<file path="src/rtl/uabd_map.vh">
// register indices, field positions and reset values of the autobaud block
// assumes byte address = 4 * index on a 32-bit apb bus
`ifndef UABD_MAP_VH
`define UABD_MAP_VH
`define UABD_IDX_DIV_HIGH 16'h7052
`define UABD_IDX_DIV_LOW 16'h7053
`define UABD_IDX_RX_BUF 16'h7057
`define UABD_IDX_FIFO_TX 16'h705a
`define UABD_IDX_FIFO_CT 16'h705c
`define UABD_IDX_IRQ_STATUS 16'h7060
`define UABD_IDX_IRQ_MASK 16'h7061
`define UABD_BIT_SOFT_RST 15
`define UABD_BIT_DETECTED 15
`define UABD_BIT_DET_CLEAR 14
`define UABD_BIT_CAL_EN 13
`define UABD_BIT_RX_READY 15
`define UABD_IRQ_DETECT 0
`define UABD_IRQ_RXCHAR 1
`define UABD_RST_DIVISOR 16'h0001
`define UABD_CHAR_UPPER_A 8'h41
`define UABD_CHAR_LOWER_A 8'h61
`define UABD_OVERSAMPLE_LOG2 3
`endif

</file>
<file path="src/rtl/uabd_autobaud.v">
// autobaud detection for a serial receive line, apb slave registers included
// assumes rxd is asynchronous to pclk; the remote host idles the line high
// Function
// detection runs only under enable, out of reset
// detected flag with enable raises transmit interrupt
// no repeated interrupts while enable stays set
// bit13 enable, bit14 write-one clears bit15 flag
// software preloads divisor of one or slow rate
// first character A or a sets flag; the code takes any A or a received while armed, not only the first character
// measured divisor written, interrupt requested
// handler clears flag, then clears enable
// software reads calibration character from buffer
// lock at low rate, reprogram faster later
// high and low registers form 16-bit divisor
// start-bit low count over oversampling gives divisor
//
// Register access over APB was decided locally.
`timescale 1ns/100ps
`include "uabd_map.vh"
module uabd_autobaud #(
	parameter CNT_W = 20
) (
	input wire pclk,
	input wire presetn,
	input wire psel,
	input wire penable,
	input wire pwrite,
	input wire [17:0] paddr,
	input wire [31:0] pwdata,
	output reg [31:0] prdata,
	output reg pready,
	output reg pslverr,
	input wire rxd,
	output reg [15:0] baud_divisor,
	output reg transmit_interrupt_line,
	output reg irq
);

	localparam [3:0] S_IDLE = 4'b0001;
	localparam [3:0] S_START = 4'b0010;
	localparam [3:0] S_DATA = 4'b0100;
	localparam [3:0] S_STOP = 4'b1000;

	function [16:0] reg_sel;
		input [15:0] idx;
		input [17:0] addr;
		begin
			reg_sel = {1'b0, idx} ^ {1'b0, addr[17:2]};
		end
	endfunction

	// one more count; the width follows CNT_W, so the one is sized here
	function [CNT_W-1:0] cnt_inc;
		input [CNT_W-1:0] v;
		begin
			cnt_inc = v + {{(CNT_W-1){1'b0}}, 1'b1};
		end
	endfunction

	// sticky status bit: an event beats a write-one clear in the same cycle
	function w1c_next;
		input cur;
		input set;
		input clr;
		begin
			w1c_next = set | (cur & ~clr);
		end
	endfunction

	reg rx_meta_r, rx_sync_r, rx_prev_r;
	reg [3:0] state_r;
	reg [CNT_W-1:0] cnt_r, bit_time_r;
	reg [2:0] bit_idx_r;
	reg [7:0] shift_r;
	reg [7:0] rx_buf_r;
	reg rx_ready_r;
	reg cal_en_r, detected_r, locked_r, soft_rst_n_r;
	reg [1:0] irq_status_r, irq_mask_r;
	reg [31:0] rdata_nxt;
	reg hit;
	wire setup = psel & ~penable;
	wire wr_acc = psel & penable & pready & pwrite & ~pslverr;
	wire rd_acc = psel & penable & pready & ~pwrite & ~pslverr;
	wire sel_hi = reg_sel(`UABD_IDX_DIV_HIGH, paddr) == 17'h00000;
	wire sel_lo = reg_sel(`UABD_IDX_DIV_LOW, paddr) == 17'h00000;
	wire sel_rx = reg_sel(`UABD_IDX_RX_BUF, paddr) == 17'h00000;
	wire sel_tx = reg_sel(`UABD_IDX_FIFO_TX, paddr) == 17'h00000;
	wire sel_ct = reg_sel(`UABD_IDX_FIFO_CT, paddr) == 17'h00000;
	wire sel_st = reg_sel(`UABD_IDX_IRQ_STATUS, paddr) == 17'h00000;
	wire sel_mk = reg_sel(`UABD_IDX_IRQ_MASK, paddr) == 17'h00000;
	// armed only while out of soft reset, enabled and not yet locked
	wire armed = soft_rst_n_r & cal_en_r & ~locked_r;
	wire [CNT_W-1:0] half_bit = bit_time_r >> 1;
	wire [CNT_W-1:0] div_raw = cnt_r >> `UABD_OVERSAMPLE_LOG2;
	wire char_ok = (shift_r == `UABD_CHAR_UPPER_A) | (shift_r == `UABD_CHAR_LOWER_A);
	wire stop_done = (state_r == S_STOP) & (cnt_r == bit_time_r);
	wire detect_ev = stop_done & rx_sync_r & char_ok & armed;
	wire rxchar_ev = stop_done & rx_sync_r;
	wire ct_clear = wr_acc & sel_ct & pwdata[`UABD_BIT_DET_CLEAR];
	reg [15:0] div_meas;

	always @* begin
		// divisor = low-time / oversampling - 1, never below one
		if (div_raw <= {{(CNT_W-1){1'b0}}, 1'b1})
			div_meas = 16'h0001;
		else if (div_raw > {{(CNT_W-16){1'b0}}, 16'hffff})
			div_meas = 16'hffff;
		else
			div_meas = div_raw[15:0] - 16'h0001;
	end

	always @* begin
		rdata_nxt = 32'h00000000;
		hit = 1'b1;
		if (sel_hi)
			rdata_nxt[7:0] = baud_divisor[15:8];
		else if (sel_lo)
			rdata_nxt[7:0] = baud_divisor[7:0];
		else if (sel_rx) begin
			rdata_nxt[7:0] = rx_buf_r;
			rdata_nxt[`UABD_BIT_RX_READY] = rx_ready_r;
		end else if (sel_tx)
			rdata_nxt[`UABD_BIT_SOFT_RST] = soft_rst_n_r;
		else if (sel_ct) begin
			rdata_nxt[`UABD_BIT_DETECTED] = detected_r;
			rdata_nxt[`UABD_BIT_CAL_EN] = cal_en_r;
		end else if (sel_st)
			rdata_nxt[1:0] = irq_status_r;
		else if (sel_mk)
			rdata_nxt[1:0] = irq_mask_r;
		else
			hit = 1'b0;
	end

	// zero-wait slave: answer is prepared in setup and shown in access
	always @(posedge pclk or negedge presetn) begin
		if (!presetn) begin
			pready <= 1'b0;
			pslverr <= 1'b0;
			prdata <= 32'h00000000;
		end else begin
			pready <= setup;
			pslverr <= setup & ~hit;
			if (setup && !pwrite)
				prdata <= rdata_nxt;
		end
	end

	always @(posedge pclk or negedge presetn) begin
		if (!presetn) begin
			rx_meta_r <= 1'b1;
			rx_sync_r <= 1'b1;
			rx_prev_r <= 1'b1;
		end else begin
			rx_meta_r <= rxd;
			rx_sync_r <= rx_meta_r;
			rx_prev_r <= rx_sync_r;
		end
	end

	// measure start low time, then sample 8 data bits and stop at that rate
	always @(posedge pclk or negedge presetn) begin
		if (!presetn) begin
			state_r <= S_IDLE;
			cnt_r <= {CNT_W{1'b0}};
			bit_time_r <= {CNT_W{1'b0}};
			bit_idx_r <= 3'h0;
			shift_r <= 8'h00;
		end else if (!armed) begin
			state_r <= S_IDLE;
			cnt_r <= {CNT_W{1'b0}};
		end else begin
			case (state_r)
				S_IDLE: begin
					cnt_r <= {CNT_W{1'b0}};
					if (rx_prev_r && !rx_sync_r)
						state_r <= S_START;
				end
				S_START: begin
					if (rx_sync_r) begin
						// first data bit of A is one, so the rise ends the start bit
						bit_time_r <= cnt_inc(cnt_r);
						cnt_r <= {CNT_W{1'b0}};
						bit_idx_r <= 3'h0;
						state_r <= S_DATA;
					end else if (&cnt_r)
						// a low longer than the counter range is taken as a break, not a start
						state_r <= S_IDLE;
					else
						cnt_r <= cnt_inc(cnt_r);
				end
				S_DATA: begin
					if ((bit_idx_r == 3'h0 && cnt_r == half_bit) ||
						(bit_idx_r != 3'h0 && cnt_r == bit_time_r)) begin
						shift_r <= {rx_sync_r, shift_r[7:1]};
						cnt_r <= {CNT_W{1'b0}};
						bit_idx_r <= bit_idx_r + 3'h1;
						if (bit_idx_r == 3'h7)
							state_r <= S_STOP;
					end else
						// samples sit one bit time plus a clock apart; the drift is tiny
						cnt_r <= cnt_inc(cnt_r);
				end
				S_STOP: begin
					if (cnt_r == bit_time_r) begin
						cnt_r <= {CNT_W{1'b0}};
						state_r <= S_IDLE;
					end else
						// the frame is judged here, near the middle of the stop bit
						cnt_r <= cnt_inc(cnt_r);
				end
				default: state_r <= S_IDLE;
			endcase
		end
	end

	// bit_time_r still holds start length; keep it for the stored divisor
	// a lock in the same cycle as a software byte write wins over the write
	always @(posedge pclk or negedge presetn) begin
		if (!presetn) begin
			baud_divisor <= `UABD_RST_DIVISOR;
		end else begin
			if (wr_acc && sel_hi)
				baud_divisor[15:8] <= pwdata[7:0];
			if (wr_acc && sel_lo)
				baud_divisor[7:0] <= pwdata[7:0];
			if (detect_ev)
				baud_divisor <= div_meas;
		end
	end

	// control bits, detected flag and lock
	always @(posedge pclk or negedge presetn) begin
		if (!presetn) begin
			cal_en_r <= 1'b0;
			detected_r <= 1'b0;
			locked_r <= 1'b0;
			soft_rst_n_r <= 1'b0;
		end else begin
			if (wr_acc && sel_tx)
				soft_rst_n_r <= pwdata[`UABD_BIT_SOFT_RST];
			if (wr_acc && sel_ct)
				cal_en_r <= pwdata[`UABD_BIT_CAL_EN];
			// a detection in the same cycle as the clear keeps the flag
			if (!soft_rst_n_r)
				detected_r <= 1'b0;
			else if (detect_ev)
				detected_r <= 1'b1;
			else if (ct_clear)
				detected_r <= 1'b0;
			// lock holds until enable is dropped or soft reset is applied, so no second detection
			if (!soft_rst_n_r || !cal_en_r)
				locked_r <= 1'b0;
			else if (detect_ev)
				locked_r <= 1'b1;
		end
	end

	// receive buffer: a new character beats the read that would empty it
	// only one character is held; an unread one is overwritten
	always @(posedge pclk or negedge presetn) begin
		if (!presetn) begin
			rx_buf_r <= 8'h00;
			rx_ready_r <= 1'b0;
		end else begin
			if (rxchar_ev && armed) begin
				rx_buf_r <= shift_r;
				rx_ready_r <= 1'b1;
			end else if (rd_acc && sel_rx)
				rx_ready_r <= 1'b0;
		end
	end

	// interrupt status, mask and both interrupt lines
	// the transmit line rises on the same clock as the flag, as it also takes detect_ev
	wire [1:0] st_clr = {2{wr_acc & sel_st}} & pwdata[1:0];

	always @(posedge pclk or negedge presetn) begin
		if (!presetn) begin
			irq_status_r <= 2'b00;
			irq_mask_r <= 2'b00;
			transmit_interrupt_line <= 1'b0;
			irq <= 1'b0;
		end else begin
			irq_status_r[`UABD_IRQ_DETECT] <= w1c_next(irq_status_r[`UABD_IRQ_DETECT],
				detect_ev, st_clr[`UABD_IRQ_DETECT]);
			irq_status_r[`UABD_IRQ_RXCHAR] <= w1c_next(irq_status_r[`UABD_IRQ_RXCHAR],
				rxchar_ev & armed, st_clr[`UABD_IRQ_RXCHAR]);
			if (wr_acc && sel_mk)
				irq_mask_r <= pwdata[1:0];
			// the flag line ignores the mask register, as the flag has its own enable in cal_en_r
			transmit_interrupt_line <= soft_rst_n_r & cal_en_r &
				(detected_r | detect_ev);
			irq <= |(irq_status_r & irq_mask_r);
		end
	end

endmodule

</file>
<file path="config.mk">
export PLATFORM = sky130hd
export DESIGN_NAME = uabd_autobaud
export DESIGN_NICKNAME = d
export VERILOG_FILES = /design/src/rtl/uabd_autobaud.v
export VERILOG_INCLUDE_DIRS = /design/src /design/src/rtl
export SDC_FILE = /design/constraint.sdc
export NUM_CORES = 1
export LEC_CHECK = 0
export BUFFER_PORTS_ARGS = -buffer_cell sky130_fd_sc_hd__buf_2
export CAP_MARGIN = 20
export CORE_UTILIZATION = 25
export DETAILED_ROUTE_END_ITERATION = 10
export HOLD_SLACK_MARGIN = 0.12
export SLEW_MARGIN = 5
export SYNTH_ARGS = -nofsm -noshare
export SYNTH_HDL_FRONTEND = slang
export SYNTH_SLANG_ARGS = --single-unit
export TNS_END_PERCENT = 10
</file>
<file path="constraint.sdc">
create_clock -name pclk -period 7.4 [get_ports pclk]
set_clock_uncertainty 0.1 [all_clocks]
set_input_delay 1.48 -clock pclk [delete_from_list [all_inputs] [get_ports pclk]]
set_output_delay 1.48 -clock pclk [all_outputs]
set_load 0.02 [all_outputs]
</file>
* Word level (Yosys, flattened, before mapping)
Cells that the tools add are included.
** Word-level totals
- Bits in registers :: 105
- Bits of input ports :: 56
- Output and inout port bits :: 52
- Logic and storage cells :: 180
** Cells by class
- Muxes and demuxes :: 54
- Eq/ne operators :: 19
- Add/sub/neg operators :: 3
- $lt $le $gt $ge :: 2
- Bitwise gates (word level) :: 41
- Reduce and logical (&&, ||, !) cells :: 38
** Operators by type and width (number)
- 17-bit logical NOT :: 7
- 20-bit two-way mux :: 5
- 20-bit case mux with 4 select lines :: 1
- 16-bit two-way mux :: 3
- 8-bit two-way mux :: 4
- 4-bit two-way mux :: 7
- 1-bit two-way mux :: 24
- 1-bit bitwise AND :: 21
- 7-bit inverter :: 3
- 20-bit by 1-bit adder with 20-bit output, second input constant :: 1
- 20-bit by 19-bit equality test with 1-bit output :: 1
- 20-bit equality test :: 1
- 20-bit AND reduction :: 1
- 17-bit by 16-bit > comparator with 1-bit output, second input constant :: 1
- 17-bit by 1-bit less-or-equal comparator with 1-bit output, second input constant :: 1
- 8-bit by 7-bit equality test with 1-bit output, second input constant :: 2
- 4-bit case mux with 4 select lines :: 1
- 16-bit by 1-bit subtractor with 16-bit output, second input constant :: 1
- 6-bit inverter :: 2
- 1-bit logical AND :: 11
- 2-bit two-way mux :: 5
- 2-bit nonzero test :: 5
- 3-bit != test, second input constant :: 3
- 4-bit != test, second input constant :: 2
- 27 further kinds :: 44

* Depth between registers and ports, before layout
- Depth in word-level cells :: 11
- Mapped depth :: 10
- Depth with buffers taken out :: 9

* Worst setup path after synthesis
Ideal clock, no wire load.
- Kind :: input-to-reg
- From :: in paddr[11]
- To :: reg baud_divisor[6]
- Slack :: 3.797 ns
- Stages on the path :: 9
- Required time :: 7.163 ns
- Library setup time :: 0.137 ns
- Buffers on the path :: 2
- Data arrival time :: 3.366 ns
- Cell sequence :: or4_1 or3_1 or2_1 buf_6 nor3_4 buf_6 nor2_1 a211oi_2 a21oi_1
** Between the ends
- Cells in the longest elaborated chain, start to end :: 3
** RTL lines
- start, declared :: line uabd_autobaud.v:28 : input wire [17:0] paddr,
- 17-bit logical NOT :: line uabd_autobaud.v:85 : wire sel_lo = reg_sel(`UABD_IDX_DIV_LOW, paddr) == 17'h00000;
- 1-bit logical AND :: line uabd_autobaud.v:225 : if (wr_acc && sel_lo)
- 2-bit nonzero test (no source line)
- end signal, assigned :: line uabd_autobaud.v:221 : baud_divisor <= `UABD_RST_DIVISOR;
- end signal, assigned :: line uabd_autobaud.v:226 : baud_divisor[7:0] <= pwdata[7:0];
- end signal, assigned :: line uabd_autobaud.v:228 : baud_divisor <= div_meas;
- end, declared :: line uabd_autobaud.v:34 : output reg [15:0] baud_divisor,
Every way passes these cells.
A chain may end at the register's enable or synchronous reset.

* Final worst setup path
- From :: in paddr[11]
- To :: reg baud_divisor[12]
** Between the ends
- Cells in the longest elaborated chain, start to end :: 3
** RTL lines
- 17-bit logical NOT :: line uabd_autobaud.v:84 : wire sel_hi = reg_sel(`UABD_IDX_DIV_HIGH, paddr) == 17'h00000;
- 1-bit logical AND :: line uabd_autobaud.v:223 : if (wr_acc && sel_hi)
- 2-bit nonzero test (no source line)
- end signal, assigned :: line uabd_autobaud.v:221
- end signal, assigned :: line uabd_autobaud.v:224 : baud_divisor[15:8] <= pwdata[7:0];
- end signal, assigned :: line uabd_autobaud.v:228
Every way passes these cells.

==> flow_metrics.env <==
export IMPL_rows=57
export IMPL_cts_setup_buffers=0
export IMPL_syn_area_sq_um=6326
export IMPL_viasPerCell=4.774
export IMPL_seqPwrFrac_pct=52.3
export IMPL_area_delta_synth_final_pct=11.63
export IMPL_cp_start_kind="primary input"
export IMPL_synth_edf_count=0
export IMPL_multi_input_area_sq_um=3279
export IMPL_ios=108
export IMPL_synth_distinct_cells=61
export IMPL_pwr_share_comb_pct=3.8
export IMPL_synth_top_cell_by_area="dfrtp_1"
export IMPL_final_setup_tns_ns=0
export IMPL_grt_start_max_net_pins=71
export IMPL_hold_viol=0
export IMPL_reg2reg_from="cnt_r[5]"
export IMPL_relSlewSlack_pct=32.13
export IMPL_async_reset_ff_share_pct=100.0
export IMPL_cts_tree="done"
export IMPL_worst_hold_slack_ns=0.2578
export IMPL_finalWirelength_mm=15.68
export IMPL_crit_path_max_fanout=19
export IMPL_drv_slew=0
export IMPL_path_clk_slew_ns=0.08
export IMPL_ff_latch_area_sq_um=2634
export IMPL_outcome="finished clean"
export IMPL_layout_min_cycle_time_ns=4.036
export IMPL_end_kind="register"
export IMPL_grt_overflow=0
export IMPL_ctsHtreeMaxLevel=3
export IMPL_yosysMostFrequentCell="dfrtp_1"
export IMPL_gp_congestion=0.8318
export IMPL_synth_common_cells="dfrtp_1, nand2_1, nor2_1, xor2_1, a21oi_1"
export IMPL_arrival_ns=4.16
export IMPL_synth_area_top_cells="dfrtp_1, xor2_1, mux2_2, nand2_1, nor2_1"
export IMPL_r2r_end="cnt_r[2]"
export IMPL_antenna_cells=0
export IMPL_ir_drop_uv=115.6
export IMPL_p_switching_mw=0.2711
export IMPL_hp_class="reg -> reg"
export IMPL_dp_hpwl_mm=11.21
export IMPL_cts_sinks=105
export IMPL_avgSynthCellArea_sq_um=9.129
export IMPL_hold_start="rx_meta_r"
export IMPL_insertion_delay_ns=0.36
export IMPL_hold_depth=0
export IMPL_initial_core_util_pct=25.79
export IMPL_cts_buffers=9
export IMPL_drt_pass1_iter_count=5
export IMPL_max_freq_ghz=0.2478
export IMPL_port_buffers=62
export IMPL_grt_antenna_before_repair=0
export IMPL_rsz0062_at_grt="no"
export IMPL_clkPwrFrac_pct=43.9
export IMPL_r2r_slack_ns=3.95
export IMPL_die_area_sq_um=25950
export IMPL_synth_cells=693
export IMPL_synth_top_area_share_pct=39.56
export IMPL_initialDrtViolationCount=398
export IMPL_grt_pass1_vias=4820
export IMPL_cts_path_max_buffers=2
export IMPL_drtAntennaViolNets=0
export IMPL_p_per_area_nw_per_um2=156.0
export IMPL_grt_pass1_wl_mm=25.77
export IMPL_routedWlPerCell_microns=14.94
export IMPL_cts_resized_gates=0
export IMPL_synth_warnings=0
export IMPL_holdPathEnd="rx_sync_r"
export IMPL_dieHeight_microns=161.1
export IMPL_worstPathRequired_ns=7.52
export IMPL_final_net_count=784
export IMPL_p_int_mw=0.8303
export IMPL_switching_share_pct=24.61
export IMPL_cts_root_buf="clkbuf_16"
export IMPL_die_w_microns=161.1
export IMPL_vias=5013
export IMPL_reg2regPathDepth=7
export IMPL_worst_slew_pin_slew_ns=1.018
export IMPL_setup_viol=0
export IMPL_crit_type="in -> reg"
export IMPL_grtUsageTotal_pct=12.46
export IMPL_ys_ff_latch=105
export IMPL_power_leakage_nw=3.315
export IMPL_drive_gt1_share_pct=18.04
export IMPL_drv_cap=0
export IMPL_yosysSeqAreaShare_pct=41.63
export IMPL_synth_ff_type="dfrtp_1"
export IMPL_timing_final_crit_share_pct=54.54
export IMPL_fillers=2629
export IMPL_hold_buffers=0
export IMPL_core_area_sq_um=24530
export IMPL_drc=0
==> registers in the layout (all words and copies together) (netlist names), 2 cells and up <==
signal        cells
baud_divisor     16
bit_time_r       20
bit_idx_r         3
state_r           4
rx_buf_r          8
prdata           10
shift_r           8
irq_mask_r        2
irq_status_r      2
cnt_r            20
==> through the flow <==
| step | utilization [%] | total power, mW | std cells | area, sq um | setup WS [ns] |
|---|---|---|---|---|---|
| floorplan | - | 0.6136 | 714 | 6405 | 3.797 |
| global placement | 27.50 | 0.6294 | 1033 | 6748 | 3.032 |
| detailed placement | 27.50 | 0.6296 | 1033 | 6748 | 3.033 |
| CTS | 28.72 | 1.115 | 1049 | 7047 | 3.397 |
| global route | 28.78 | 1.140 | 1050 | 7062 | 3.125 |
| finish | 28.78 | 1.101 | 1050 | 7062 | 3.364 |
==> power groups by stage <==
stage / Sequential (mW) / Combinational, mW / Clock, mW
finish: 0.576 / 0.0414 / 0.484
global route: 0.577 / 0.0463 / 0.517
CTS: 0.576 / 0.0420 / 0.496
detailed placement: 0.588 / 0.0418 / 0
global placement: 0.588 / 0.0417 / 0
floorplan: 0.588 / 0.0254 / 0
==> metal layers <==
| layer | vias to the layer above | track usage, % | wire length, microns |
|---|---|---|---|
| li1 | 2441 | - | - |
| met1 | 2410 | 17.11 | 7555 |
| met5 | - | 0 | 0 |
| met2 | 147 | 19.38 | 6986 |
| met3 | 15 | 3.236 | 877 |
| met4 | 0 | 3.173 | 263 |
==> cell families after synthesis <==
| kind of cell | count (synthesis) | synth area share, % |
|---|---|---|
| AND/OR/NAND/NOR | 250 | 20.08 |
| AO/OA/AOI/OAI | 140 | 14.24 |
| flip-flops | 105 | 41.63 |
| buffers and inverters | 92 | 7.872 |
| XOR/XNOR | 63 | 8.722 |
| multiplexers | 35 | 6.013 |
| adder cells (fa/ha/maj) | 7 | 1.384 |
| other | 1 | 0.05928 |
==> worst max-delay path by stage <==
stage | start | endpoint | slack [ns]
final | paddr[11] | baud_divisor[12] | 3.36
after CTS | paddr[11] | baud_divisor[12] | 3.40
after detailed placement | paddr[11] | baud_divisor[10] | 3.03
after floorplan | paddr[11] | baud_divisor[6] | 3.80
after global placement | paddr[11] | baud_divisor[12] | 3.03
after global routing | paddr[11] | baud_divisor[12] | 3.12
==> worst max-delay path, cell delays in order <==
cell,delay [ns]
buf_2,0.10
or4_1,0.53
or3_1,0.36
or2_1,0.49
nor3_2,0.77
nor2b_1,0.11
a211oi_1,0.25
a21oi_1,0.06
==> area by class of cell <==
cell class | instances | area share (%)
multi-input cells | 517 | 46.44
flip-flops and latches | 105 | 37.30
well taps | 324 | 5.741
repair buffers | 69 | 5.280
clock buffers | 10 | 3.384
inverters | 19 | 1.010
clock inverters | 6 | 0.8505
==> layout by cell type (no fill, tap or decap), types with 22 or more instances in the layout <==
cell	count
a21oi_1	37
buf_2	61
conb_1	22
dfrtp_1	100
mux2_2	24
nand2_1	62
nand3_1	26
nor2_1	57
nor3_1	25
o21ai_0	26
xor2_1	53
(Power assumes the default switching activity.)
